## config.mk

```make
export PLATFORM = sky130hd
export DESIGN_NAME = mpv_pin_values
export DESIGN_NICKNAME = d
export VERILOG_FILES = /design/src/rtl/mpv_pin_values.v
export VERILOG_INCLUDE_DIRS = /design/src /design/src/rtl
export SDC_FILE = /design/constraint.sdc
export NUM_CORES = 1
export LEC_CHECK = 0
export BUFFER_PORTS_ARGS = -buffer_cell sky130_fd_sc_hd__buf_2
export CAP_MARGIN = 20
export CORE_ASPECT_RATIO = 0.5
export CORE_MARGIN = 2
export CORE_UTILIZATION = 58
export DETAILED_ROUTE_END_ITERATION = 6
export PLACE_DENSITY = 0.85
export SYNTH_ARGS = -nofsm -noshare
export SYNTH_HDL_FRONTEND = slang
export SYNTH_SLANG_ARGS = --single-unit
```

## constraint.sdc

```tcl
create_clock -name core_clk_i -period 2.3 [get_ports core_clk_i]
set_clock_uncertainty 0.15 [all_clocks]
set_input_delay 0.115 -clock core_clk_i [delete_from_list [all_inputs] [get_ports core_clk_i]]
set_output_delay 0.115 -clock core_clk_i [all_outputs]
set_load 0.005 [all_outputs]
```

## src/rtl/mpv_consts.vh

```
// Constants for the multifunction pin value register block
`ifndef MPV_CONSTS_VH
`define MPV_CONSTS_VH

// Number of multifunction pins and register geometry
`define MPV_NUM_PINS        14
`define MPV_ADDR_W          16
`define MPV_DATA_W          16
`define MPV_IDX_W           4
`define MPV_LAST_IDX        4'hd

// Bank bases; the low nibble of the address is the pin index
`define MPV_DRIVE_BASE      16'hf520
`define MPV_DRIVE_LAST      16'hf52d
`define MPV_STATE_BASE      16'hf530
`define MPV_STATE_LAST      16'hf53d
`define MPV_CFG_BASE        16'hf540
`define MPV_CFG_LAST        16'hf54d
`define MPV_BANK_MSB        15
`define MPV_BANK_LSB        4
`define MPV_DRIVE_BANK      12'hf52
`define MPV_STATE_BANK      12'hf53
`define MPV_CFG_BANK        12'hf54

// Field positions
`define MPV_LEVEL_BIT       0
`define MPV_EN_BIT          0
`define MPV_MODE_LSB        1
`define MPV_MODE_MSB        3
`define MPV_MODE_W          3

// Pin function select encodings
`define MPV_MODE_INPUT      3'h0
`define MPV_MODE_CTRL_IN    3'h1
`define MPV_MODE_OUT_PU     3'h2
`define MPV_MODE_OUT_NOPU   3'h3
`define MPV_MODE_MIC        3'h4
`define MPV_MODE_ERR        3'h5
`define MPV_MODE_SS         3'h6

// Reset values
`define MPV_DRIVE_RST       16'h0000
`define MPV_STATE_RST       16'h0000
`define MPV_CFG_RST         16'h0000
`define MPV_RDATA_RST       16'h0000
`define MPV_LEVEL_RST       1'b0
`define MPV_EN_RST          1'b0
`define MPV_MODE_RST        3'h0
`define MPV_PIN_RST         1'b0

`endif

```

## src/rtl/mpv_pin_values.v

```verilog
// Multifunction pin drive-value, input-state and pin configuration registers
`timescale 1ns/100ps
//
// Notes on behaviour
// - Fourteen write-only drive-value registers 0xf520-0xf52d, one per pin.
// - Mode 001 takes the pin's core level from its drive-value bit 0.
// - Drive bit 0 is the core-seen level, 0 low, 1 high; 15:1 reserved.
// - Fourteen read-only pin-state registers 0xf530-0xf53d log input pins.
// - State bit 0 reads pin level; bits 15:1 read zero.
// - Enable bit 0 gives the primary function; pin registers are ignored.
// - Modes: input, driven input, outputs, mic, error flag, select.
`include "mpv_consts.vh"

module mpv_pin_values (
   input  wire                          core_clk_i,
   input  wire                          rst_n_i,
   // Register port
   input  wire [`MPV_ADDR_W-1:0]        reg_addr_i,
   input  wire [`MPV_DATA_W-1:0]        reg_wdata_i,
   input  wire                          reg_wr_i,
   input  wire                          reg_rd_i,
   output reg  [`MPV_DATA_W-1:0]        reg_rdata_o,
   // Pins
   input  wire [`MPV_NUM_PINS-1:0]      multifunction_pin_in_i,
   output reg  [`MPV_NUM_PINS-1:0]      multifunction_pin_out_o,
   output reg  [`MPV_NUM_PINS-1:0]      multifunction_pin_oe_o,
   output reg  [`MPV_NUM_PINS-1:0]      multifunction_pin_pullup_o,
   // Primary clock or control function of each pin
   input  wire [`MPV_NUM_PINS-1:0]      primary_out_i,
   input  wire [`MPV_NUM_PINS-1:0]      primary_oe_i,
   output reg  [`MPV_NUM_PINS-1:0]      primary_in_o,
   // Sources for the output modes
   input  wire [`MPV_NUM_PINS-1:0]      core_out_level_i,
   input  wire                          error_flag_i,
   input  wire                          spi_select_n_i,
   // Levels handed to the processing core
   output reg  [`MPV_NUM_PINS-1:0]      core_in_level_o,
   output reg  [`MPV_NUM_PINS-1:0]      mic_data_o,
   output reg  [`MPV_NUM_PINS-1:0]      mic_data_valid_o
);

   // Stored state, one bit or one field per pin
   reg  [`MPV_NUM_PINS-1:0]              drive_level_bit;
   reg  [`MPV_NUM_PINS-1:0]              input_level_bit;
   reg  [`MPV_NUM_PINS-1:0]              multifunction_select;
   reg  [`MPV_NUM_PINS*`MPV_MODE_W-1:0]  pin_function_select;

   // Two-flop synchroniser for the pins
   reg  [`MPV_NUM_PINS-1:0]              pin_meta;
   reg  [`MPV_NUM_PINS-1:0]              pin_sync;

   // Address decode
   wire [`MPV_IDX_W-1:0]                 addr_idx;
   wire [`MPV_BANK_MSB-`MPV_BANK_LSB:0]  addr_bank;
   wire                                  idx_ok;
   wire                                  hit_drive;
   wire                                  hit_state;
   wire                                  hit_cfg;
   wire                                  wr_drive;
   wire                                  wr_cfg;

   // Read data for the cycle after the strobe
   reg  [`MPV_DATA_W-1:0]                next_rdata;

   assign addr_idx  = reg_addr_i[`MPV_IDX_W-1:0];
   assign addr_bank = reg_addr_i[`MPV_BANK_MSB:`MPV_BANK_LSB];
   assign idx_ok    = (addr_idx <= `MPV_LAST_IDX);
   assign hit_drive = idx_ok && (addr_bank == `MPV_DRIVE_BANK);
   assign hit_state = idx_ok && (addr_bank == `MPV_STATE_BANK);
   assign hit_cfg   = idx_ok && (addr_bank == `MPV_CFG_BANK);

   // State bank has no write path, so writes to it fall away
   assign wr_drive  = reg_wr_i && hit_drive;
   assign wr_cfg    = reg_wr_i && hit_cfg;

   // Everything that repeats per pin
   genvar g;
   generate
      for (g = 0; g < `MPV_NUM_PINS; g = g + 1) begin : gen_pin
         localparam [`MPV_IDX_W-1:0] pin_idx = g;

         wire                   sel_this;
         wire [`MPV_MODE_W-1:0] mode;
         reg                    next_out;
         reg                    next_oe;
         reg                    next_pullup;
         reg                    next_primary;
         reg                    next_core;
         reg                    next_mic;
         reg                    next_mic_valid;
         reg                    next_level;

         assign sel_this = (addr_idx == pin_idx);
         assign mode     = pin_function_select[g*`MPV_MODE_W +: `MPV_MODE_W];

         // Pin synchroniser; only pin_sync is read by logic
         always @(posedge core_clk_i) begin
            if (!rst_n_i) begin
               pin_meta[g] <= `MPV_PIN_RST;
               pin_sync[g] <= `MPV_PIN_RST;
            end else begin
               pin_meta[g] <= multifunction_pin_in_i[g];
               pin_sync[g] <= pin_meta[g];
            end
         end

         // Drive value; reserved bits 15:1 are not stored
         always @(posedge core_clk_i) begin
            if (!rst_n_i) begin
               drive_level_bit[g] <= `MPV_LEVEL_RST;
            end else if (wr_drive && sel_this) begin
               drive_level_bit[g] <=
                  reg_wdata_i[`MPV_LEVEL_BIT];
            end
         end

         // Enable and function select
         always @(posedge core_clk_i) begin
            if (!rst_n_i) begin
               multifunction_select[g] <= `MPV_EN_RST;
               pin_function_select[g*`MPV_MODE_W +: `MPV_MODE_W] <=
                  `MPV_MODE_RST;
            end else if (wr_cfg && sel_this) begin
               multifunction_select[g] <= reg_wdata_i[`MPV_EN_BIT];
               pin_function_select[g*`MPV_MODE_W +: `MPV_MODE_W] <=
                  reg_wdata_i[`MPV_MODE_MSB:`MPV_MODE_LSB];
            end
         end

         // Pin function steering; every branch sets every value
         always @* begin
            if (!multifunction_select[g]) begin
               // Primary function owns the pin; pin registers ignored
               next_out       = primary_out_i[g];
               next_oe        = primary_oe_i[g];
               next_pullup    = 1'b0;
               next_primary   = pin_sync[g];
               next_core      = 1'b0;
               next_mic       = 1'b0;
               next_mic_valid = 1'b0;
               next_level     = input_level_bit[g];
            end else begin
               case (mode)
                  // Plain input: core and state follow the pin
                  `MPV_MODE_INPUT: begin
                     next_out       = 1'b0;
                     next_oe        = 1'b0;
                     next_pullup    = 1'b0;
                     next_primary   = 1'b0;
                     next_core      = pin_sync[g];
                     next_mic       = 1'b0;
                     next_mic_valid = 1'b0;
                     next_level     = pin_sync[g];
                  end

                  // Register value replaces the pin level for the core
                  `MPV_MODE_CTRL_IN: begin
                     next_out       = 1'b0;
                     next_oe        = 1'b0;
                     next_pullup    = 1'b0;
                     next_primary   = 1'b0;
                     next_core      = drive_level_bit[g];
                     next_mic       = 1'b0;
                     next_mic_valid = 1'b0;
                     next_level     = pin_sync[g];
                  end

                  // Output with pull-up
                  `MPV_MODE_OUT_PU: begin
                     next_out       = core_out_level_i[g];
                     next_oe        = 1'b1;
                     next_pullup    = 1'b1;
                     next_primary   = 1'b0;
                     next_core      = 1'b0;
                     next_mic       = 1'b0;
                     next_mic_valid = 1'b0;
                     next_level     = input_level_bit[g];
                  end

                  // Output without pull-up
                  `MPV_MODE_OUT_NOPU: begin
                     next_out       = core_out_level_i[g];
                     next_oe        = 1'b1;
                     next_pullup    = 1'b0;
                     next_primary   = 1'b0;
                     next_core      = 1'b0;
                     next_mic       = 1'b0;
                     next_mic_valid = 1'b0;
                     next_level     = input_level_bit[g];
                  end

                  // Microphone data input
                  `MPV_MODE_MIC: begin
                     next_out       = 1'b0;
                     next_oe        = 1'b0;
                     next_pullup    = 1'b0;
                     next_primary   = 1'b0;
                     next_core      = 1'b0;
                     next_mic       = pin_sync[g];
                     next_mic_valid = 1'b1;
                     next_level     = pin_sync[g];
                  end

                  // Error flag output
                  `MPV_MODE_ERR: begin
                     next_out       = error_flag_i;
                     next_oe        = 1'b1;
                     next_pullup    = 1'b0;
                     next_primary   = 1'b0;
                     next_core      = 1'b0;
                     next_mic       = 1'b0;
                     next_mic_valid = 1'b0;
                     next_level     = input_level_bit[g];
                  end

                  // Select line of the serial master
                  `MPV_MODE_SS: begin
                     next_out       = spi_select_n_i;
                     next_oe        = 1'b1;
                     next_pullup    = 1'b0;
                     next_primary   = 1'b0;
                     next_core      = 1'b0;
                     next_mic       = 1'b0;
                     next_mic_valid = 1'b0;
                     next_level     = input_level_bit[g];
                  end

                  // Unused code: pin left undriven, treated as input
                  default: begin
                     next_out       = 1'b0;
                     next_oe        = 1'b0;
                     next_pullup    = 1'b0;
                     next_primary   = 1'b0;
                     next_core      = pin_sync[g];
                     next_mic       = 1'b0;
                     next_mic_valid = 1'b0;
                     next_level     = pin_sync[g];
                  end
               endcase
            end
         end

         // Output and state flops for this pin
         always @(posedge core_clk_i) begin
            if (!rst_n_i) begin
               input_level_bit[g]            <= `MPV_LEVEL_RST;
               multifunction_pin_out_o[g]    <= `MPV_PIN_RST;
               multifunction_pin_oe_o[g]     <= `MPV_PIN_RST;
               multifunction_pin_pullup_o[g] <= `MPV_PIN_RST;
               primary_in_o[g]               <= `MPV_PIN_RST;
               core_in_level_o[g]            <= `MPV_PIN_RST;
               mic_data_o[g]                 <= `MPV_PIN_RST;
               mic_data_valid_o[g]           <= `MPV_PIN_RST;
            end else begin
               input_level_bit[g]            <= next_level;
               multifunction_pin_out_o[g]    <= next_out;
               multifunction_pin_oe_o[g]     <= next_oe;
               multifunction_pin_pullup_o[g] <= next_pullup;
               primary_in_o[g]               <= next_primary;
               core_in_level_o[g]            <= next_core;
               mic_data_o[g]                 <= next_mic;
               mic_data_valid_o[g]           <= next_mic_valid;
            end
         end
      end
   endgenerate

   // Read path: data stand only in the cycle after the strobe
   always @* begin
      next_rdata = `MPV_RDATA_RST;
      if (reg_rd_i) begin
         if (hit_state) begin
            next_rdata[`MPV_LEVEL_BIT] =
               input_level_bit[addr_idx];
         end else if (hit_cfg) begin
            next_rdata[`MPV_EN_BIT] = multifunction_select[addr_idx];
            next_rdata[`MPV_MODE_MSB:`MPV_MODE_LSB] =
               pin_function_select[addr_idx*`MPV_MODE_W +: `MPV_MODE_W];
         end
         // Drive bank is write-only and reads zero, as do holes
      end
   end

   always @(posedge core_clk_i) begin
      if (!rst_n_i) begin
         reg_rdata_o <= `MPV_RDATA_RST;
      end else begin
         reg_rdata_o <= next_rdata;
      end
   end

endmodule

```

# After elaboration in Yosys (flattened, before gate mapping)
# Cells that the tools add are included.
# Widths: inputs -> output; s select.
[classes] mul=1 order_cmp=2 n_eq_ne=100 n_shift=1 mux=104 n_bitwise=17 n_reduce_logical=134
[ops] cell="$eq 3x3->1 const B" n=42
[ops] cell="$eq 3x2->1 const B" n=28
[ops] cell="$mux 1" n=73
[ops] cell="$reduce_or 5->1" n=14
[ops] cell="$reduce_or 4->1" n=15
[ops] cell="$reduce_and 2->1" n=29
[ops] cell="$reduce_or 2->1" n=28
[ops] cell="$eq 3x1->1 const B" n=14
[ops] cell="$pmux 1 s3" n=14
[ops] cell="$reduce_and 3->1" n=14
[ops] cell="$shiftx 42x7->3" n=1
[ops] cell="$eq 12x12->1 const B" n=3
[ops] cell="$logic_and 1x1->1" n=33
[ops] cell="$pmux 1 s2" n=14
[ops] cell="$eq 4x4->1 const B" n=6
[ops] cell="$not 1->1" n=17
[ops] cell="$eq 4x3->1 const B" n=4
[ops] cell="$bmux 1 s4" n=2
[ops] cell="$eq 4x2->1 const B" n=2
[ops] cell="$mul 4x2->6 const B" n=1
[ops] cell="$lt 4x5->1 const B" n=1
[ops] cell="$eq 4x1->1 const B" n=1
[ops] cell="$le 4x4->1 const B" n=1
[ops] cell="$logic_not 4->1" n=1
[ops] cell="$mux 4" n=1
[totals] ff_bits=226 input_bits=94 elab_cells=544

# Depth between registers and ports, before layout
[depth] word_depth=4 depth_mapped=7 depth_no_buf=6

# Least setup slack after synthesis
# No wires, ideal clock.
[synth_timing] path_type="input -> register" start="in reg_addr_i[0]" end="reg reg_rdata_o[0]" setup_ps=126 t_arrival_ps=1255 t_required_ps=2024 slack_ps=769 stages=5 path_buffers=1 path_cell_list="buf_6 mux4_2 mux2_2 o2111ai_1 o31ai_1"
[synth_via] elab_chain_cells=4 elab_cells_between_ends=9 cone_classes="order compare (1); mux (6); reduce/logical (2)"
[synth_rtl] element="start: declaration" line_no="mpv_pin_values.v:18" source="input wire [`MPV_ADDR_W-1:0] reg_addr_i,"
[synth_rtl] element="$bmux 1 s4 or $le 4x4->1 (tied branches)"
[synth_rtl] element="$mux 1 (not written as such) or $logic_and 1x1->1 (tied branches)" line_no="mpv_pin_values.v:276, mpv_pin_values.v:70"
[synth_rtl] element="$mux 4" line_no="mpv_pin_values.v:275" source="end else if (hit_cfg) begin"
[synth_rtl] element="$mux 1 (*)" line_no="mpv_pin_values.v:272" source="if (hit_state) begin"
[synth_rtl] element="end signal: assignment" line_no="mpv_pin_values.v:286" source="reg_rdata_o <= `MPV_RDATA_RST;"
[synth_rtl] element="end signal: assignment" line_no="mpv_pin_values.v:288" source="reg_rdata_o <= next_rdata;"
[synth_rtl] element="end: declaration" line_no="mpv_pin_values.v:22" source="output reg [`MPV_DATA_W-1:0] reg_rdata_o,"
# Mark *: on every way between the ends. The rest lies on a longest branch, timed or not. The select of a mux whose other input is x is not followed.
# A chain may end at the register's enable or synchronous reset.

# Worst setup path in the final report
[layout_timing] start="reg pin_function_select[29], in the netlist gen_pin[9].mode[2]" end="reg reg_rdata_o[3]"
[layout_via] elab_chain_cells=1
[layout_rtl] element="start: declaration" line_no="mpv_pin_values.v:46" source="reg [`MPV_NUM_PINS*`MPV_MODE_W-1:0] pin_function_select;"
[layout_rtl] element="start signal: indexed assignment" line_no="mpv_pin_values.v:121" source="pin_function_select[g*`MPV_MODE_W +: `MPV_MODE_W] <="
[layout_rtl] element="start signal: indexed assignment" line_no="mpv_pin_values.v:125" source="pin_function_select[g*`MPV_MODE_W +: `MPV_MODE_W] <="
[layout_rtl] element="$shiftx 42x7->3" line_no="mpv_pin_values.v:278" source="pin_function_select[addr_idx*`MPV_MODE_W +: `MPV_MODE_W];"
# Every way passes these cells.

==> flow_summary.ini <==
[run_status]
status = finished, final reports clean

[yosys]
dominant_combinational_cell_family_by_area_after_synthesis = simple AND/OR/NAND/NOR gates
ys_async_sr_fraction_pct = 0
post_synthesis_share_of_cell_area_spent_on_and_or_nand_and_nor_gates_pct = 24.1
synthMuxAreaShare_pct = 14.5
synth_seq_area_share_pct = 47.3
library_cells_used_by_synthesis = 61
synth_ff_type = sky130_fd_sc_hd__dfxtp_1
number_of_instances_in_the_synthesized_netlist = 894
synth_fa_ha_area_share_pct = 0.414
synth-xor-area-share_pct = 0.290
synth_compound_area_share_pct = 8.34
synth.cell_area_um2 = 9060
avgSynthCellArea_um2 = 10.1
synth_edf_count = 0
ys_warn_count = 0
synth.ff_latch_count = 214

[worst_setup_path]
critical-path-top-delay-family = multiplexers
critPathRequiredTime_ps = 2520
cp-end-kind = register
cp_slowest_cell = sky130_fd_sc_hd__dlygate4sd3_1
worst-path-buf-inv = 1
cp_data_arrival_time_ps = 2490
crit_type = reg2reg
cpPeakStageDelay_ps = 560
setup.worst_path.start_class = register
r2r_start = gen_pin[9].mode[2]
worstSetupStartpoint = gen_pin[9].mode[2]
critical_path_peak_fanout = 11
critical_path.cell_chain = mux4_2, mux2i_1, o221a_2, nor2_1, dlygate4sd3_1

[power]
totalPowerFinal_mw = 7.47
highest_ir_drop_seen_on_vdd_mv = 0.500
pwr_density_cell_nw_per_um2 = 657
p_leak_nw = 5.58

[grt]
grt_max_degree = 64
global_route_wire_length_before_repair_mm = 38.3
vias_in_the_first_global_route = 7217
global_route.overflow_total = 0
number_of_antenna_violations_at_the_first_check_in_global_routing = 0
grt.total_usage_pct = 28.7

[sta]
timing.hold.ws_ps = 16.4
layout_setup_ws_ps = 34.7
hold_violations = 0
setup-tns-final_ps = 0
grt_setup_unrepaired = false
fin_crit_sh_pct = 98.5
finalWorstPathRequiredPeriod_ps = 2270
setup_violations_final = 0
least_margin_pin_slew_ps = 688
max_slew_margin_pct = 54.0
timing.fmax_mhz = 441
final_max_slew_viol_count = 0

[layout]
antenna-diode-count = 0
post_synthesis_to_final_layout_area_growth_pct = 25.4
drive_above_1_share_pct = 25.3
final_cell_area_um2 = 11400
final_cell_count_no_fill = 1331
post-route-util_pct = 74.2
layout.nets = 1213

[clock_tree]
clock_insertion_delay_worst_skew_ps = 490
worst_setup_hold_path_clk_slew_ps = 70
cts_sinks = 214
cts.htree.levels = 1
clock_tree.root_cell = sky130_fd_sc_hd__clkbuf_16
cts-root-to-sink-buffers = 3
tritoncts = built
total_clock_buffers_created_by_cts = 19

[detailed_routing]
drt_first_iter_violations = 721
average_routed_wire_per_standard_cell_um = 18.8
first_pass_drt_iterations = 5
dr_total_vias = 7633
antenna_violating_nets_post_route = 0
maxUsedRoutingLayer = met4
wl_met1_mm = 11.1
drc = 0
wl_met2_mm = 11.3
route.final.wire_length_mm = 25.0
met3_wirelength_mm = 2.16
vias_per_cell = 5.73

[placement]
placedCellCount = 1225
place_area_um2 = 10000
place.port_buffers = 183
dp_hpwl_mm = 15.9
pre_cts_slack_ps = 306
gp_congestion = 0.945

[floorplan]
io_pins = 208
rows = 32
die-height_um = 92.4
chipWidth_um = 181
initial_utilization_pct = 59.1
placeableCoreArea_um2 = 15300
die_area_um2 = 16700

[min_path]
worstHoldStart = core_out_level_i[12]
min-delay-path-class = in2reg

[flow_run]
cap_violations = 0
-- flip-flops by register name (all words and copies together), names as in the netlist --
register	count
core_in_level_o	14
drive_level_bit	14
gen_pin.mode	42
input_level_bit	14
mic_data_o	14
mic_data_valid_o	14
multifunction_pin_oe_o	14
multifunction_pin_out_o	14
multifunction_pin_pullup_o	14
multifunction_select	14
pin_meta	14
pin_sync	14
primary_in_o	14
reg_rdata_o	4
-- per-layer routing --
metal  vias up  global-route usage (%)
li1       3562                       -
met5         -                       0
met4         0                    7.46
met1      3682                    39.1
met2       338                    46.3
met3        51                    6.72
-- worst paths after layout --
path | end | slack (ps) | cells past startpoint
max | reg_rdata_o[3] | 30 | 5
min | multifunction_pin_out_o[12] | 20 | 5
max reg2reg | reg_rdata_o[3] | 30 | 5
min reg2reg | pin_sync[2] | 280 | 1
-- tightest hold or removal path: cells and delay by family --
| family | cells | cell delay [ps] |
|---|---|---|
| compound gates | 3 | 340 |
| buf+inv | 2 | 140 |
-- synth_stat cells (all sizes together), types with 12 or more instances --
cell	number	share of area [%]
a211oi	12	0.99
a21oi	27	1.5
and2	43	3.0
and3	22	1.5
buf	29	2.2
clkbuf	50	2.1
dfxtp	214	47
inv	18	0.75
mux2i	92	10
mux4	15	3.7
nand2	100	4.1
nand3	12	0.88
nand4	13	1.2
nor2	59	2.6
nor2b	18	1.2
nor3b	32	2.8
nor4b	15	1.6
o21ai	23	1.3
-- cell families after synthesis --
kind of cell	Yosys count
mux	112
simple gates	356
fa+ha+maj	3
other cells	1
buf+inv	97
compound gates	108
flops	214
xor+xnor	3
-- what timing repair did --
action                     in CTS  in global routing
resized for setup               0                  1
setup endpoints to repair       0                  2
hold endpoints to repair       75                  1
buffers inserted                0                  1
hold buffers                   72                  2
-- cell usage in the layout (no fill, tap or decap), types with 15 or more instances in the layout --
cell type	synthesis	final
sky130_fd_sc_hd__mux2i_1	92	92
sky130_fd_sc_hd__nor2b_1	18	18
sky130_fd_sc_hd__dfxtp_1	214	214
sky130_fd_sc_hd__nand2_1	100	99
sky130_fd_sc_hd__and2_1	42	42
sky130_fd_sc_hd__and3_1	22	22
sky130_fd_sc_hd__clkbuf_16	0	19
sky130_fd_sc_hd__dlygate4sd3_1	0	73
sky130_fd_sc_hd__buf_2	3	182
sky130_fd_sc_hd__inv_1	17	17
sky130_fd_sc_hd__nor3b_1	31	31
sky130_fd_sc_hd__mux4_2	15	15
sky130_fd_sc_hd__o21ai_0	23	23
sky130_fd_sc_hd__nor2_1	58	58
sky130_fd_sc_hd__a21oi_1	27	27
-- area by class of cell --
cell class / instances / area (µm²)
clock buffers: 29 / 573
clock inverters: 3 / 40.0
fillers: 1070 / 3960
inverters: 18 / 67.6
multi-input cells: 594 / 4370
flip-flops and latches: 214 / 4280
well taps: 204 / 255
repair buffers: 269 / 1780
-- power breakdown --
group          internal (mW)  switching [mW]  leakage, nW
combinational          0.246           0.253         3.54
sequential              3.76          0.0220         1.74
clock                   1.83            1.37        0.304
No activity file was read; power rests on OpenSTA's default activity.
